==> config.mk <==
export PLATFORM = sky130hd
export DESIGN_NAME = fdc_result_status
export DESIGN_NICKNAME = d
export VERILOG_FILES = /design/src/result_status_pkg.sv /design/src/fdc_result_status.sv
export VERILOG_INCLUDE_DIRS = /design/src
export SDC_FILE = /design/constraint.sdc
export NUM_CORES = 1
export LEC_CHECK = 0
export BUFFER_PORTS_ARGS = -buffer_cell sky130_fd_sc_hd__buf_2
export CORE_ASPECT_RATIO = 1.25
export CORE_MARGIN = 5
export CORE_UTILIZATION = 46
export DETAILED_ROUTE_END_ITERATION = 10
export PLACE_DENSITY = 0.8
export SLEW_MARGIN = 20
export SYNTH_ARGS = -nofsm -noshare
export SYNTH_HDL_FRONTEND = slang
export SYNTH_SLANG_ARGS = --single-unit
==> constraint.sdc <==
create_clock -name clk_i -period 5 [get_ports clk_i]
set_clock_uncertainty 0.2 [all_clocks]
set_input_delay 0.5 -clock clk_i [delete_from_list [all_inputs] [get_ports clk_i]]
set_output_delay 0.5 -clock clk_i [all_outputs]
set_load 0.02 [all_outputs]
==> src/result_status_params.svh <==
// Field positions, codes and reset values of the result status bytes
`ifndef RESULT_STATUS_PARAMS_SVH
`define RESULT_STATUS_PARAMS_SVH

// ****************************************
// Byte 0 fields
// ****************************************
`define RS0_TERM_HI        7
`define RS0_TERM_LO        6
`define RS0_POS_DONE       5
`define RS0_TRK0_FAULT     4
`define RS0_UNREADY        3
`define RS0_SIDE           2
`define TERM_NORMAL        2'h0
`define TERM_FAILED        2'h1
`define TERM_NOT_STARTED   2'h2

// ****************************************
// Byte 1 fields
// ****************************************
`define RS1_PAST_LAST      7
`define RS1_CRC_FAIL       5
`define RS1_OVERRUN        4
`define RS1_SECTOR_ABSENT  2
`define RS1_WRITE_BLOCKED  1
`define RS1_ID_SYNC        0
`define RS1_UNUSED_HI      6
`define RS1_UNUSED_LO      3

// ****************************************
// Byte 2 fields
// ****************************************
`define RS2_DELETED        6
`define RS2_DATA_CRC       5
`define RS2_CYL_MISMATCH   4
`define RS2_EQUAL_HIT      3
`define RS2_NO_HIT         2
`define RS2_BAD_TRACK      1
`define RS2_DATA_SYNC      0
`define RS2_UNUSED         7
`define BAD_CYLINDER_ID    8'hFF

// ****************************************
// Byte 3 fields and misc
// ****************************************
`define RS3_WP_HI          6
`define RS3_READY          5
`define RS3_TRK0           4
`define RS3_WP_LO          3
`define RS3_SIDE           2
`define DRIVE_LINE_RESET   8'h20
`define RECAL_STEP_LIMIT   7'h4D
`define STATUS_RESET       8'h00
`define BYTE_SEL_RESET     2'h0

`endif

==> src/result_status_pkg.sv <==
// Types shared by the result status logic
package result_status_pkg;

  typedef enum logic [2:0] {
    CMD_READ_DATA,
    CMD_WRITE_DATA,
    CMD_WRITE_DELETED,
    CMD_READ_ID,
    CMD_READ_TRACK,
    CMD_FORMAT_TRACK,
    CMD_SCAN,
    CMD_OTHER
  } cmd_kind_t;

  // Events reported by the command sequencer, one-cycle pulses
  typedef struct packed {
    logic       past_last_sector;
    logic       id_crc_bad;
    logic       data_crc_bad;
    logic       overrun;
    logic       sector_not_found;
    logic       id_sync_missing;
    logic       data_sync_missing;
    logic       deleted_mark;
    logic       scan_equal;
    logic       scan_no_match;
    logic       medium_cyl_valid;
    logic [7:0] medium_cyl;
  } media_event_t;

  // Drive select lines driven by the controller
  typedef struct packed {
    logic       side;
    logic [1:0] unit;
  } drive_sel_t;

endpackage : result_status_pkg

==> src/fdc_result_status.sv <==
// Result status bytes of the floppy controller and their read-out path
`include "result_status_params.svh"
`timescale 1ns/1ps
`default_nettype none

module fdc_result_status #(
  parameter int unsigned STEP_W = 7
) (
  // Clock and reset
  input  wire logic                          clk_i,
  input  wire logic                          rst_n_i,
  // Command sequencer
  input  wire logic                          cmd_start_i,
  input  wire result_status_pkg::cmd_kind_t  cmd_kind_i,
  input  wire logic                          cmd_end_i,
  input  wire logic [1:0]                    term_code_i,
  input  wire logic                          seek_done_i,
  input  wire logic                          recal_start_i,
  input  wire logic                          step_pulse_i,
  input  wire logic                          irq_raise_i,
  input  wire result_status_pkg::media_event_t media_evt_i,
  input  wire logic [7:0]                    target_cyl_i,
  input  wire result_status_pkg::drive_sel_t drive_sel_i,
  // Result phase
  input  wire logic                          result_start_i,
  input  wire logic [1:0]                    result_first_i,
  input  wire logic [1:0]                    result_count_i,
  // Host data register port
  input  wire logic                          data_rd_i,
  output logic [7:0]                         data_o,
  output logic                               transfer_direction_o,
  output logic                               host_request_flag_o,
  output logic                               result_done_o,
  // Drive lines
  input  wire logic                          write_protect_i,
  input  wire logic                          track_zero_line_i,
  // Status byte views
  output logic [7:0]                         result_status_0_o,
  output logic [7:0]                         result_status_1_o,
  output logic [7:0]                         result_status_2_o,
  output logic [7:0]                         drive_line_status_o
);
  import result_status_pkg::*;

  // ****************************************
  // Reset synchroniser
  // ****************************************
  logic rst_meta_reg;
  logic rst_n_reg;

  always_ff @(posedge clk_i or negedge rst_n_i) begin
    if (!rst_n_i) begin
      rst_meta_reg <= 1'b0;
      rst_n_reg    <= 1'b0;
    end else begin
      rst_meta_reg <= 1'b1;
      rst_n_reg    <= rst_meta_reg;
    end
  end

  // ****************************************
  // Command decoding
  // ****************************************
  function automatic logic is_write_cmd(input cmd_kind_t k);
    return (k == CMD_WRITE_DATA) || (k == CMD_WRITE_DELETED) || (k == CMD_FORMAT_TRACK);
  endfunction : is_write_cmd

  // Scan outcomes only mean something while a scan runs
  function automatic logic is_scan_cmd(input cmd_kind_t k);
    return (k == CMD_SCAN);
  endfunction : is_scan_cmd

  function automatic logic watches_deleted(input cmd_kind_t k);
    return (k == CMD_READ_DATA) || (k == CMD_SCAN);
  endfunction : watches_deleted

  // ****************************************
  // Recalibrate step counter
  // ****************************************
  logic              recal_reg, recal_next;
  logic [STEP_W-1:0] steps_reg, steps_next;
  logic              recal_fault;

  // Track zero beats a step in the same cycle: the head is already home
  always_comb begin
    recal_next  = recal_reg;
    steps_next  = steps_reg;
    recal_fault = 1'b0;
    if (recal_start_i) begin
      recal_next = 1'b1;
      steps_next = '0;
    end else if (recal_reg && track_zero_line_i) begin
      recal_next = 1'b0;
    end else if (recal_reg && step_pulse_i) begin
      if (steps_reg == STEP_W'(`RECAL_STEP_LIMIT - 1)) begin
        recal_fault = 1'b1;
        recal_next  = 1'b0;
      end
      steps_next = steps_reg + STEP_W'(1);
    end
  end

  always_ff @(posedge clk_i or negedge rst_n_reg) begin
    if (!rst_n_reg) begin
      recal_reg <= 1'b0;
      steps_reg <= '0;
    end else begin
      recal_reg <= recal_next;
      steps_reg <= steps_next;
    end
  end

  // ****************************************
  // Status flags
  // ****************************************
  logic [7:0]        rs0_reg, rs0_next;
  logic [7:0]        rs1_reg, rs1_next;
  logic [7:0]        rs2_reg, rs2_next;
  cmd_kind_t         kind_reg, kind_next;
  logic              cyl_differs;

  always_comb begin
    rs0_next   = rs0_reg;
    rs1_next   = rs1_reg;
    rs2_next   = rs2_reg;
    kind_next  = kind_reg;
    cyl_differs = media_evt_i.medium_cyl_valid && (media_evt_i.medium_cyl != target_cyl_i);
    // Clear first so that an event in the start cycle still sets its flag
    if (cmd_start_i) begin
      rs0_next  = `STATUS_RESET;
      rs1_next  = `STATUS_RESET;
      rs2_next  = `STATUS_RESET;
      kind_next = cmd_kind_i;
    end
    if (recal_fault) begin
      rs0_next[`RS0_TRK0_FAULT] = 1'b1;
    end
    if (cmd_end_i) begin
      rs0_next[`RS0_TERM_HI:`RS0_TERM_LO] = term_code_i;
    end
    if (seek_done_i) begin
      rs0_next[`RS0_POS_DONE] = 1'b1;
    end
    if (irq_raise_i) begin
      rs0_next[`RS0_SIDE:0] = {drive_sel_i.side, drive_sel_i.unit};
    end
    if (media_evt_i.past_last_sector) begin
      rs1_next[`RS1_PAST_LAST] = 1'b1;
    end
    if (media_evt_i.id_crc_bad || media_evt_i.data_crc_bad) begin
      rs1_next[`RS1_CRC_FAIL] = 1'b1;
    end
    if (media_evt_i.data_crc_bad) begin
      rs2_next[`RS2_DATA_CRC] = 1'b1;
    end
    if (media_evt_i.overrun) begin
      rs1_next[`RS1_OVERRUN] = 1'b1;
    end
    if (media_evt_i.sector_not_found) begin
      rs1_next[`RS1_SECTOR_ABSENT] = 1'b1;
      if (cyl_differs) begin
        rs2_next[`RS2_CYL_MISMATCH] = 1'b1;
        if (media_evt_i.medium_cyl == `BAD_CYLINDER_ID) begin
          rs2_next[`RS2_BAD_TRACK] = 1'b1;
        end
      end
    end
    if (write_protect_i && is_write_cmd(kind_reg) && !cmd_start_i) begin
      rs1_next[`RS1_WRITE_BLOCKED] = 1'b1;
    end
    if (media_evt_i.id_sync_missing) begin
      rs1_next[`RS1_ID_SYNC] = 1'b1;
    end
    if (media_evt_i.data_sync_missing) begin
      rs1_next[`RS1_ID_SYNC]   = 1'b1;
      rs2_next[`RS2_DATA_SYNC] = 1'b1;
    end
    if (media_evt_i.deleted_mark && watches_deleted(kind_reg)) begin
      rs2_next[`RS2_DELETED] = 1'b1;
    end
    if (media_evt_i.scan_equal && is_scan_cmd(kind_reg)) begin
      rs2_next[`RS2_EQUAL_HIT] = 1'b1;
    end
    if (media_evt_i.scan_no_match && is_scan_cmd(kind_reg)) begin
      rs2_next[`RS2_NO_HIT] = 1'b1;
    end
    rs0_next[`RS0_UNREADY] = 1'b0;
    rs1_next[`RS1_UNUSED_HI] = 1'b0;
    rs1_next[`RS1_UNUSED_LO] = 1'b0;
    rs2_next[`RS2_UNUSED]    = 1'b0;
  end

  always_ff @(posedge clk_i or negedge rst_n_reg) begin
    if (!rst_n_reg) begin
      rs0_reg   <= `STATUS_RESET;
      rs1_reg   <= `STATUS_RESET;
      rs2_reg   <= `STATUS_RESET;
      kind_reg  <= CMD_OTHER;
    end else begin
      rs0_reg   <= rs0_next;
      rs1_reg   <= rs1_next;
      rs2_reg   <= rs2_next;
      kind_reg  <= kind_next;
    end
  end

  // ****************************************
  // Drive line byte
  // ****************************************
  // Registered copy of the lines: trails the drive pins by one clock
  logic [7:0] rs3_reg, rs3_next;

  always_comb begin
    rs3_next             = `DRIVE_LINE_RESET;
    rs3_next[`RS3_WP_HI] = write_protect_i;
    rs3_next[`RS3_READY] = 1'b1;
    rs3_next[`RS3_TRK0]  = track_zero_line_i;
    rs3_next[`RS3_WP_LO] = write_protect_i;
    rs3_next[`RS3_SIDE]  = drive_sel_i.side;
    rs3_next[1:0]        = drive_sel_i.unit;
  end

  // Reset value already shows the drive as ready
  always_ff @(posedge clk_i or negedge rst_n_reg) begin
    if (!rst_n_reg) begin
      rs3_reg <= `DRIVE_LINE_RESET;
    end else begin
      rs3_reg <= rs3_next;
    end
  end

  // ****************************************
  // Result phase read-out
  // ****************************************
  typedef enum logic [0:0] {
    RES_IDLE,
    RES_SEND
  } res_state_t;

  res_state_t state_reg, state_next;
  logic [1:0] sel_reg, sel_next;
  logic [1:0] left_reg, left_next;
  logic [7:0] data_reg, data_next;
  logic       done_reg, done_next;

  function automatic logic [7:0] pick_byte(input logic [1:0] s, input logic [7:0] b0,
                                           input logic [7:0] b1, input logic [7:0] b2,
                                           input logic [7:0] b3);
    case (s)
      2'h0:    return b0;
      2'h1:    return b1;
      2'h2:    return b2;
      default: return b3;
    endcase
  endfunction : pick_byte

  always_comb begin
    state_next = state_reg;
    sel_next   = sel_reg;
    left_next  = left_reg;
    data_next  = data_reg;
    done_next  = 1'b0;
    case (state_reg)
      RES_IDLE: begin
        if (result_start_i) begin
          state_next = RES_SEND;
          sel_next   = result_first_i;
          left_next  = result_count_i;
          data_next  = pick_byte(result_first_i, rs0_next, rs1_next, rs2_next, rs3_next);
        end
      end
      RES_SEND: begin
        // Byte is presented while direction and request are high
        if (data_rd_i) begin
          if (left_reg == 2'h0) begin
            state_next = RES_IDLE;
            done_next  = 1'b1;
          end else begin
            sel_next  = sel_reg + 2'h1;
            left_next = left_reg - 2'h1;
            data_next = pick_byte(sel_reg + 2'h1, rs0_reg, rs1_reg, rs2_reg, rs3_reg);
          end
        end
      end
      default: begin
        state_next = RES_IDLE;
      end
    endcase
  end

  always_ff @(posedge clk_i or negedge rst_n_reg) begin
    if (!rst_n_reg) begin
      state_reg <= RES_IDLE;
      sel_reg   <= `BYTE_SEL_RESET;
      left_reg  <= 2'h0;
      data_reg  <= `STATUS_RESET;
      done_reg  <= 1'b0;
    end else begin
      state_reg <= state_next;
      sel_reg   <= sel_next;
      left_reg  <= left_next;
      data_reg  <= data_next;
      done_reg  <= done_next;
    end
  end

  assign data_o               = data_reg;
  assign transfer_direction_o = (state_reg == RES_SEND);
  assign host_request_flag_o  = (state_reg == RES_SEND);
  assign result_done_o        = done_reg;
  assign result_status_0_o    = rs0_reg;
  assign result_status_1_o    = rs1_reg;
  assign result_status_2_o    = rs2_reg;
  assign drive_line_status_o  = rs3_reg;

endmodule : fdc_result_status
`default_nettype wire

Word level (Yosys, flattened, before mapping)
Index checks and enable logic that the tools add are counted.

$add $sub $neg: 3. Equality and inequality tests: 15. Multiplexer cells: 56. Bitwise operators: 1. Reduce and logical (&&, ||, !) cells: 23.

Operators with widths (number): case mux 8 bit (3 select lines) (2); two-way mux 8 bit (5); two-way mux 1 bit (33); two-way mux 7 bit (4); case mux 8 bit (2 select lines) (1); two-way mux 2 bit (7); == test 8 bit, second input constant (1); logical AND 1 bit (8); inequality test 2 bit, second input constant (4); inequality test 8 bit (1); case mux 2 bit (2 select lines) (2); adder 7 x 1 -> 7 bit, second input constant (1); == test 7 bit, second input constant (1); == test 3 bit, second input constant (2); zero test 2 bit (3); nonzero test 3 bit (2); == test 2 x 1 -> 1 bit, second input constant (2); == test 2 bit, second input constant (2); logical OR 1 bit (4); AND reduction 2 bit (2); == test 3 x 1 -> 1 bit, second input constant (1); == test 3 x 2 -> 1 bit, second input constant (1); zero test 3 bit (1); two-way mux 3 bit (1); other kinds (7) (7).

Register bits: 53. Bits of input ports: 51. Output and inout bits: 43.

Depth between registers and ports, before layout
Depth after elaboration: 9. Depth in mapped cells: 7. Depth with buffers taken out: 7.

Least setup slack after synthesis
Ideal clock, no wire load.

Kind: reg-to-reg. From: reg sel_reg[0]. To: reg data_reg[1] (netlist: data_o[1]). Setup time: 139 ps. Arrival time: 1510 ps. Slack: 3151 ps. Stages on the path, launching flop included: 8. Clock period less this slack: 1849 ps. Cell sequence: dfrtp_1 inv_1 ha_1 inv_1 o21ai_0 a21oi_1 a2111oi_0 a21oi_1.

Word-level cells in the longest chain between the ends: 6. Elaborated cells between the ends (all ways): 8.

RTL lines: from (decl) (RTL line fdc_result_status.sv:241) `logic [1:0] sel_reg, sel_next;`; from (signal assigned) (RTL line fdc_result_status.sv:294) `` sel_reg <= `BYTE_SEL_RESET; ``; from (signal assigned) (RTL line fdc_result_status.sv:300) `sel_reg <= sel_next;`; adder 2 x 1 -> 2 bit (*) (RTL line fdc_result_status.sv:281) `data_next = pick_byte(sel_reg + 2'h1, rs0_reg, rs1_reg, rs2_reg, rs3_reg);`; == test 2 bit (tied with other cells) (RTL line fdc_result_status.sv:249) `case (s)`; case mux 8 bit (3 select lines) (*) (RTL line fdc_result_status.sv:249); two-way mux 8 bit (*) (RTL line fdc_result_status.sv:275) `if (left_reg == 2'h0) begin`; two-way mux 8 bit (*) (RTL line fdc_result_status.sv:274) `if (data_rd_i) begin`; case mux 8 bit (2 select lines) (*) (RTL line fdc_result_status.sv:263) `case (state_reg)`; to (signal assigned) (RTL line fdc_result_status.sv:296) `` data_reg <= `STATUS_RESET; ``; to (signal assigned) (RTL line fdc_result_status.sv:302) `data_reg <= data_next;`; to (decl) (RTL line fdc_result_status.sv:243) `logic [7:0] data_reg, data_next;`.

Every way passes the cells marked *; elsewhere a longest branch is shown, timed or not. The select of a mux whose other input is x is not followed. A chain may end at the register's enable or synchronous reset.

Final worst setup path
From: reg state_reg (netlist: host_request_flag_o). To: reg data_reg[1] (netlist: data_o[1]).

Word-level cells in the longest chain between the ends: 3. Elaborated cells between the ends (all ways): 6.

RTL lines: from (decl) (RTL line fdc_result_status.sv:240) `res_state_t state_reg, state_next;`; from (signal assigned) (RTL line fdc_result_status.sv:299) `state_reg <= state_next;`; inverter 1 bit; inequality test 2 bit (no line); AND reduction 3 bit (no line).

Several ways; a longest one is shown, not always the timed one.

==> out/qor.yml <==
path_common_cell: "nand2_1"
rows: 31
drc_errors: 0
grt_pass1_vias: 2363
ff_latch_area_um2: 1309
post-place-ws_ns: 2.693
post-cts-setup-buffers: 0
netlist_area_um2: 2663
ctsResizeCount: 0
coreArea_um2: 5702
fin_setup_tns_ns: 0
cts.htree.levels: 2
ys.flop_type: "dfrtp_1"
die_y_um: 95.06
end_kind: "flip-flop"
synth_warnings: 0
multi_input_comb_area_um2: 1220
cts_sinks: 52
yosys.area.top_type: "dfrtp_1"
clkTransAtPathRegs_ns: 0.10
wl_per_cell_um: 17.20
die-area_um2: 7419
ys_types: 52
nNetsFinal: 402
grt_max_degree: 51
utilization_pct: 56.42
cts_buffer_depth: 2
p_per_area_nw_per_um2: 421.1
crit_slowest_cell: "dfrtp_1"
p_leak_nw: 1.575
critPathKind: "flip-flop to flip-flop"
synth_top_area_share_pct: 46.05
start_util_pct: 46.70
dpl.hpwl_mm: 5.451
fmax_mhz: 435.9
synthTopCellsByArea: "dfrtp_1 (46%), xor2_1 (3.6%), nor2_1 (3.5%)"
ant_nets: 0
maxSlewHeadroom_pct: 56.89
place.gp.congestion: 0.8392
slowest_delay_ns: 0.74
crit_fanout: 20
period_needed_ns: 2.294
worstPathCellList: "nand3b_1, nand2_1, nand2_1, a2111oi_0, a21oi_1"
firstDrtPassIters: 6
synthArstFlopShare_pct: 100.0
cts_hold_buffers: 1
layout_setup_ws_ns: 2.706
synth_edf_count: 0
via_count: 2305
ys_seq_elements: 52
vias_per_cell: 5.608
rsz0062_at_grt: "false"
clkLatencyLatePin_ns: 0.31
setup_viol: 0
routed_wl_mm: 7.069
maxSlewViolCount: 0
nFillCells: 522
maxCapViolations: 0
numPortBuffers: 87
arrival_ns: 2.28
antenna_found_initial: 0
largest_reg_flops: 8
numCtsBuffers: 5
synth_cells: 262
syn2layout_area_growth_pct: 20.82
yosysSeqAreaShare_pct: 49.01
grt_usage_pct: 19.47
hold_viol: 0
layout-drive-gt1-share_pct: 31.01
boundaryPins: 94
hold_path_class: "input port to flip-flop"
tightest_slew_ns: 0.6466
status: "completed"
die_w_um: 78.05
diodes: 0
worstPathRequired_ns: 4.98
ctsRootBufferMaster: "clkbuf_8"
power_mw: 1.354
start_kind: "flip-flop"
irDropWorstVdd_mv: 0.2483
drt_iter0_drc: 217
finalCritPeriodShare_pct: 45.88
tritoncts: "yes"
grt_pass1_wl_mm: 11.54
syn-mean-instance-area_um2: 10.16
grt-ovfl-total: 0
cell usage in the layout (no fill, tap or decap), types with 4 or more instances in the layout:
cell type,Yosys,final
a22o_1,4,4
xor2_1,11,11
inv_1,14,14
dfrtp_1,49,48
xnor2_1,4,4
ha_1,7,7
nand2b_1,4,4
a21oi_1,15,15
nand2_1,16,16
nor2_1,25,25
a21o_1,8,8
clkbuf_8,0,5
nor2b_1,4,4
a22oi_1,5,5
conb_1,2,7
o211ai_1,4,4
o22ai_1,5,5
o21ai_0,15,15
nand3_1,4,4
buf_2,4,87
layer usage:
layer / GRT usage, % / part of all wire (%) / vias to the layer above
met5: 0 / 0 / -
met4: 6.620 / 2.2 / 0
met3: 4.442 / 8.0 / 15
met2: 33.29 / 52 / 90
met1: 24.21 / 38 / 1112
li1: - / - / 1088
final timing paths:
check | from | slack (ns) | end | depth (start not counted)
setup / recovery | host_request_flag_o | 2.71 | data_o[1] | 5
max in group asynchronous | rst_n_reg | 4.00 | result_status_2_o[0] | 0
min in group asynchronous | rst_n_reg | 0.16 | result_status_2_o[1] | 0
setup reg to reg | host_request_flag_o | 2.71 | data_o[1] | 5
hold / removal | drive_sel_i[0] | 0.12 | drive_line_status_o[0] | 1
hold reg to reg | rst_meta_reg | 0.15 | rst_n_reg | 0
report_power, final:
group	internal, mW	leakage [nW]	switching [mW]	total (mW)
clock network	0.149	0.0552	0.137	0.286
registers	0.496	0.628	0.0745	0.571
logic	0.193	0.893	0.305	0.498
cell usage after synthesis (4+ instances only):
master,instances
dfrtp_1,49
nor2_1,25
nand2_1,16
a21oi_1,15
o21ai_0,15
inv_1,14
xor2_1,11
a21o_1,8
buf_4,8
ha_1,7
a22oi_1,5
clkbuf_1,5
o22ai_1,5
a22o_1,4
buf_2,4
nand2b_1,4
nand3_1,4
nor2b_1,4
o211ai_1,4
xnor2_1,4
stage by stage:
stage	std cells	hold slack (ns)	instance area, um^2
global placement	402	0.08497	3097
finish	411	0.1248	3217
floorplan	267	0.004409	2681
detailed placement	402	0.08928	3097
global route	411	0.1185	3217
CTS	411	0.1223	3214
critical path, delay by kind of cell, from the launching register on:
family	cells	cell delay (ns)
flops	1	0.74
simple gates	3	0.77
compound gates	2	0.45
cells by family (layout without fill, tap and decap cells):
group                      Yosys count  in the layout  share of synthesized area [%]
other                                2              7                         0.2821
xor gates and xnor gates            15             15                          4.934
DFF                                 52             52                          49.01
adders and majority gates            7              7                          3.289
and+or+nand+nor                     69             69                          13.44
muxes                                7              7                          3.242
AOI/OAI and AO/OA                   78             78                          19.93
buffers and inverters               32            110                          5.874
area by class of cell:
| cell class | count | share of cell area (%) |
|---|---|---|
| Multi-Input combinational cell | 183 | 37.92 |
| Tap cell | 66 | 2.567 |
| Clock buffer | 6 | 2.256 |
| Inverter | 14 | 1.634 |
| Timing Repair Buffer | 88 | 13.85 |
| Sequential cell | 52 | 40.68 |
| Clock inverter | 2 | 1.089 |
(Power assumes the default switching activity.)
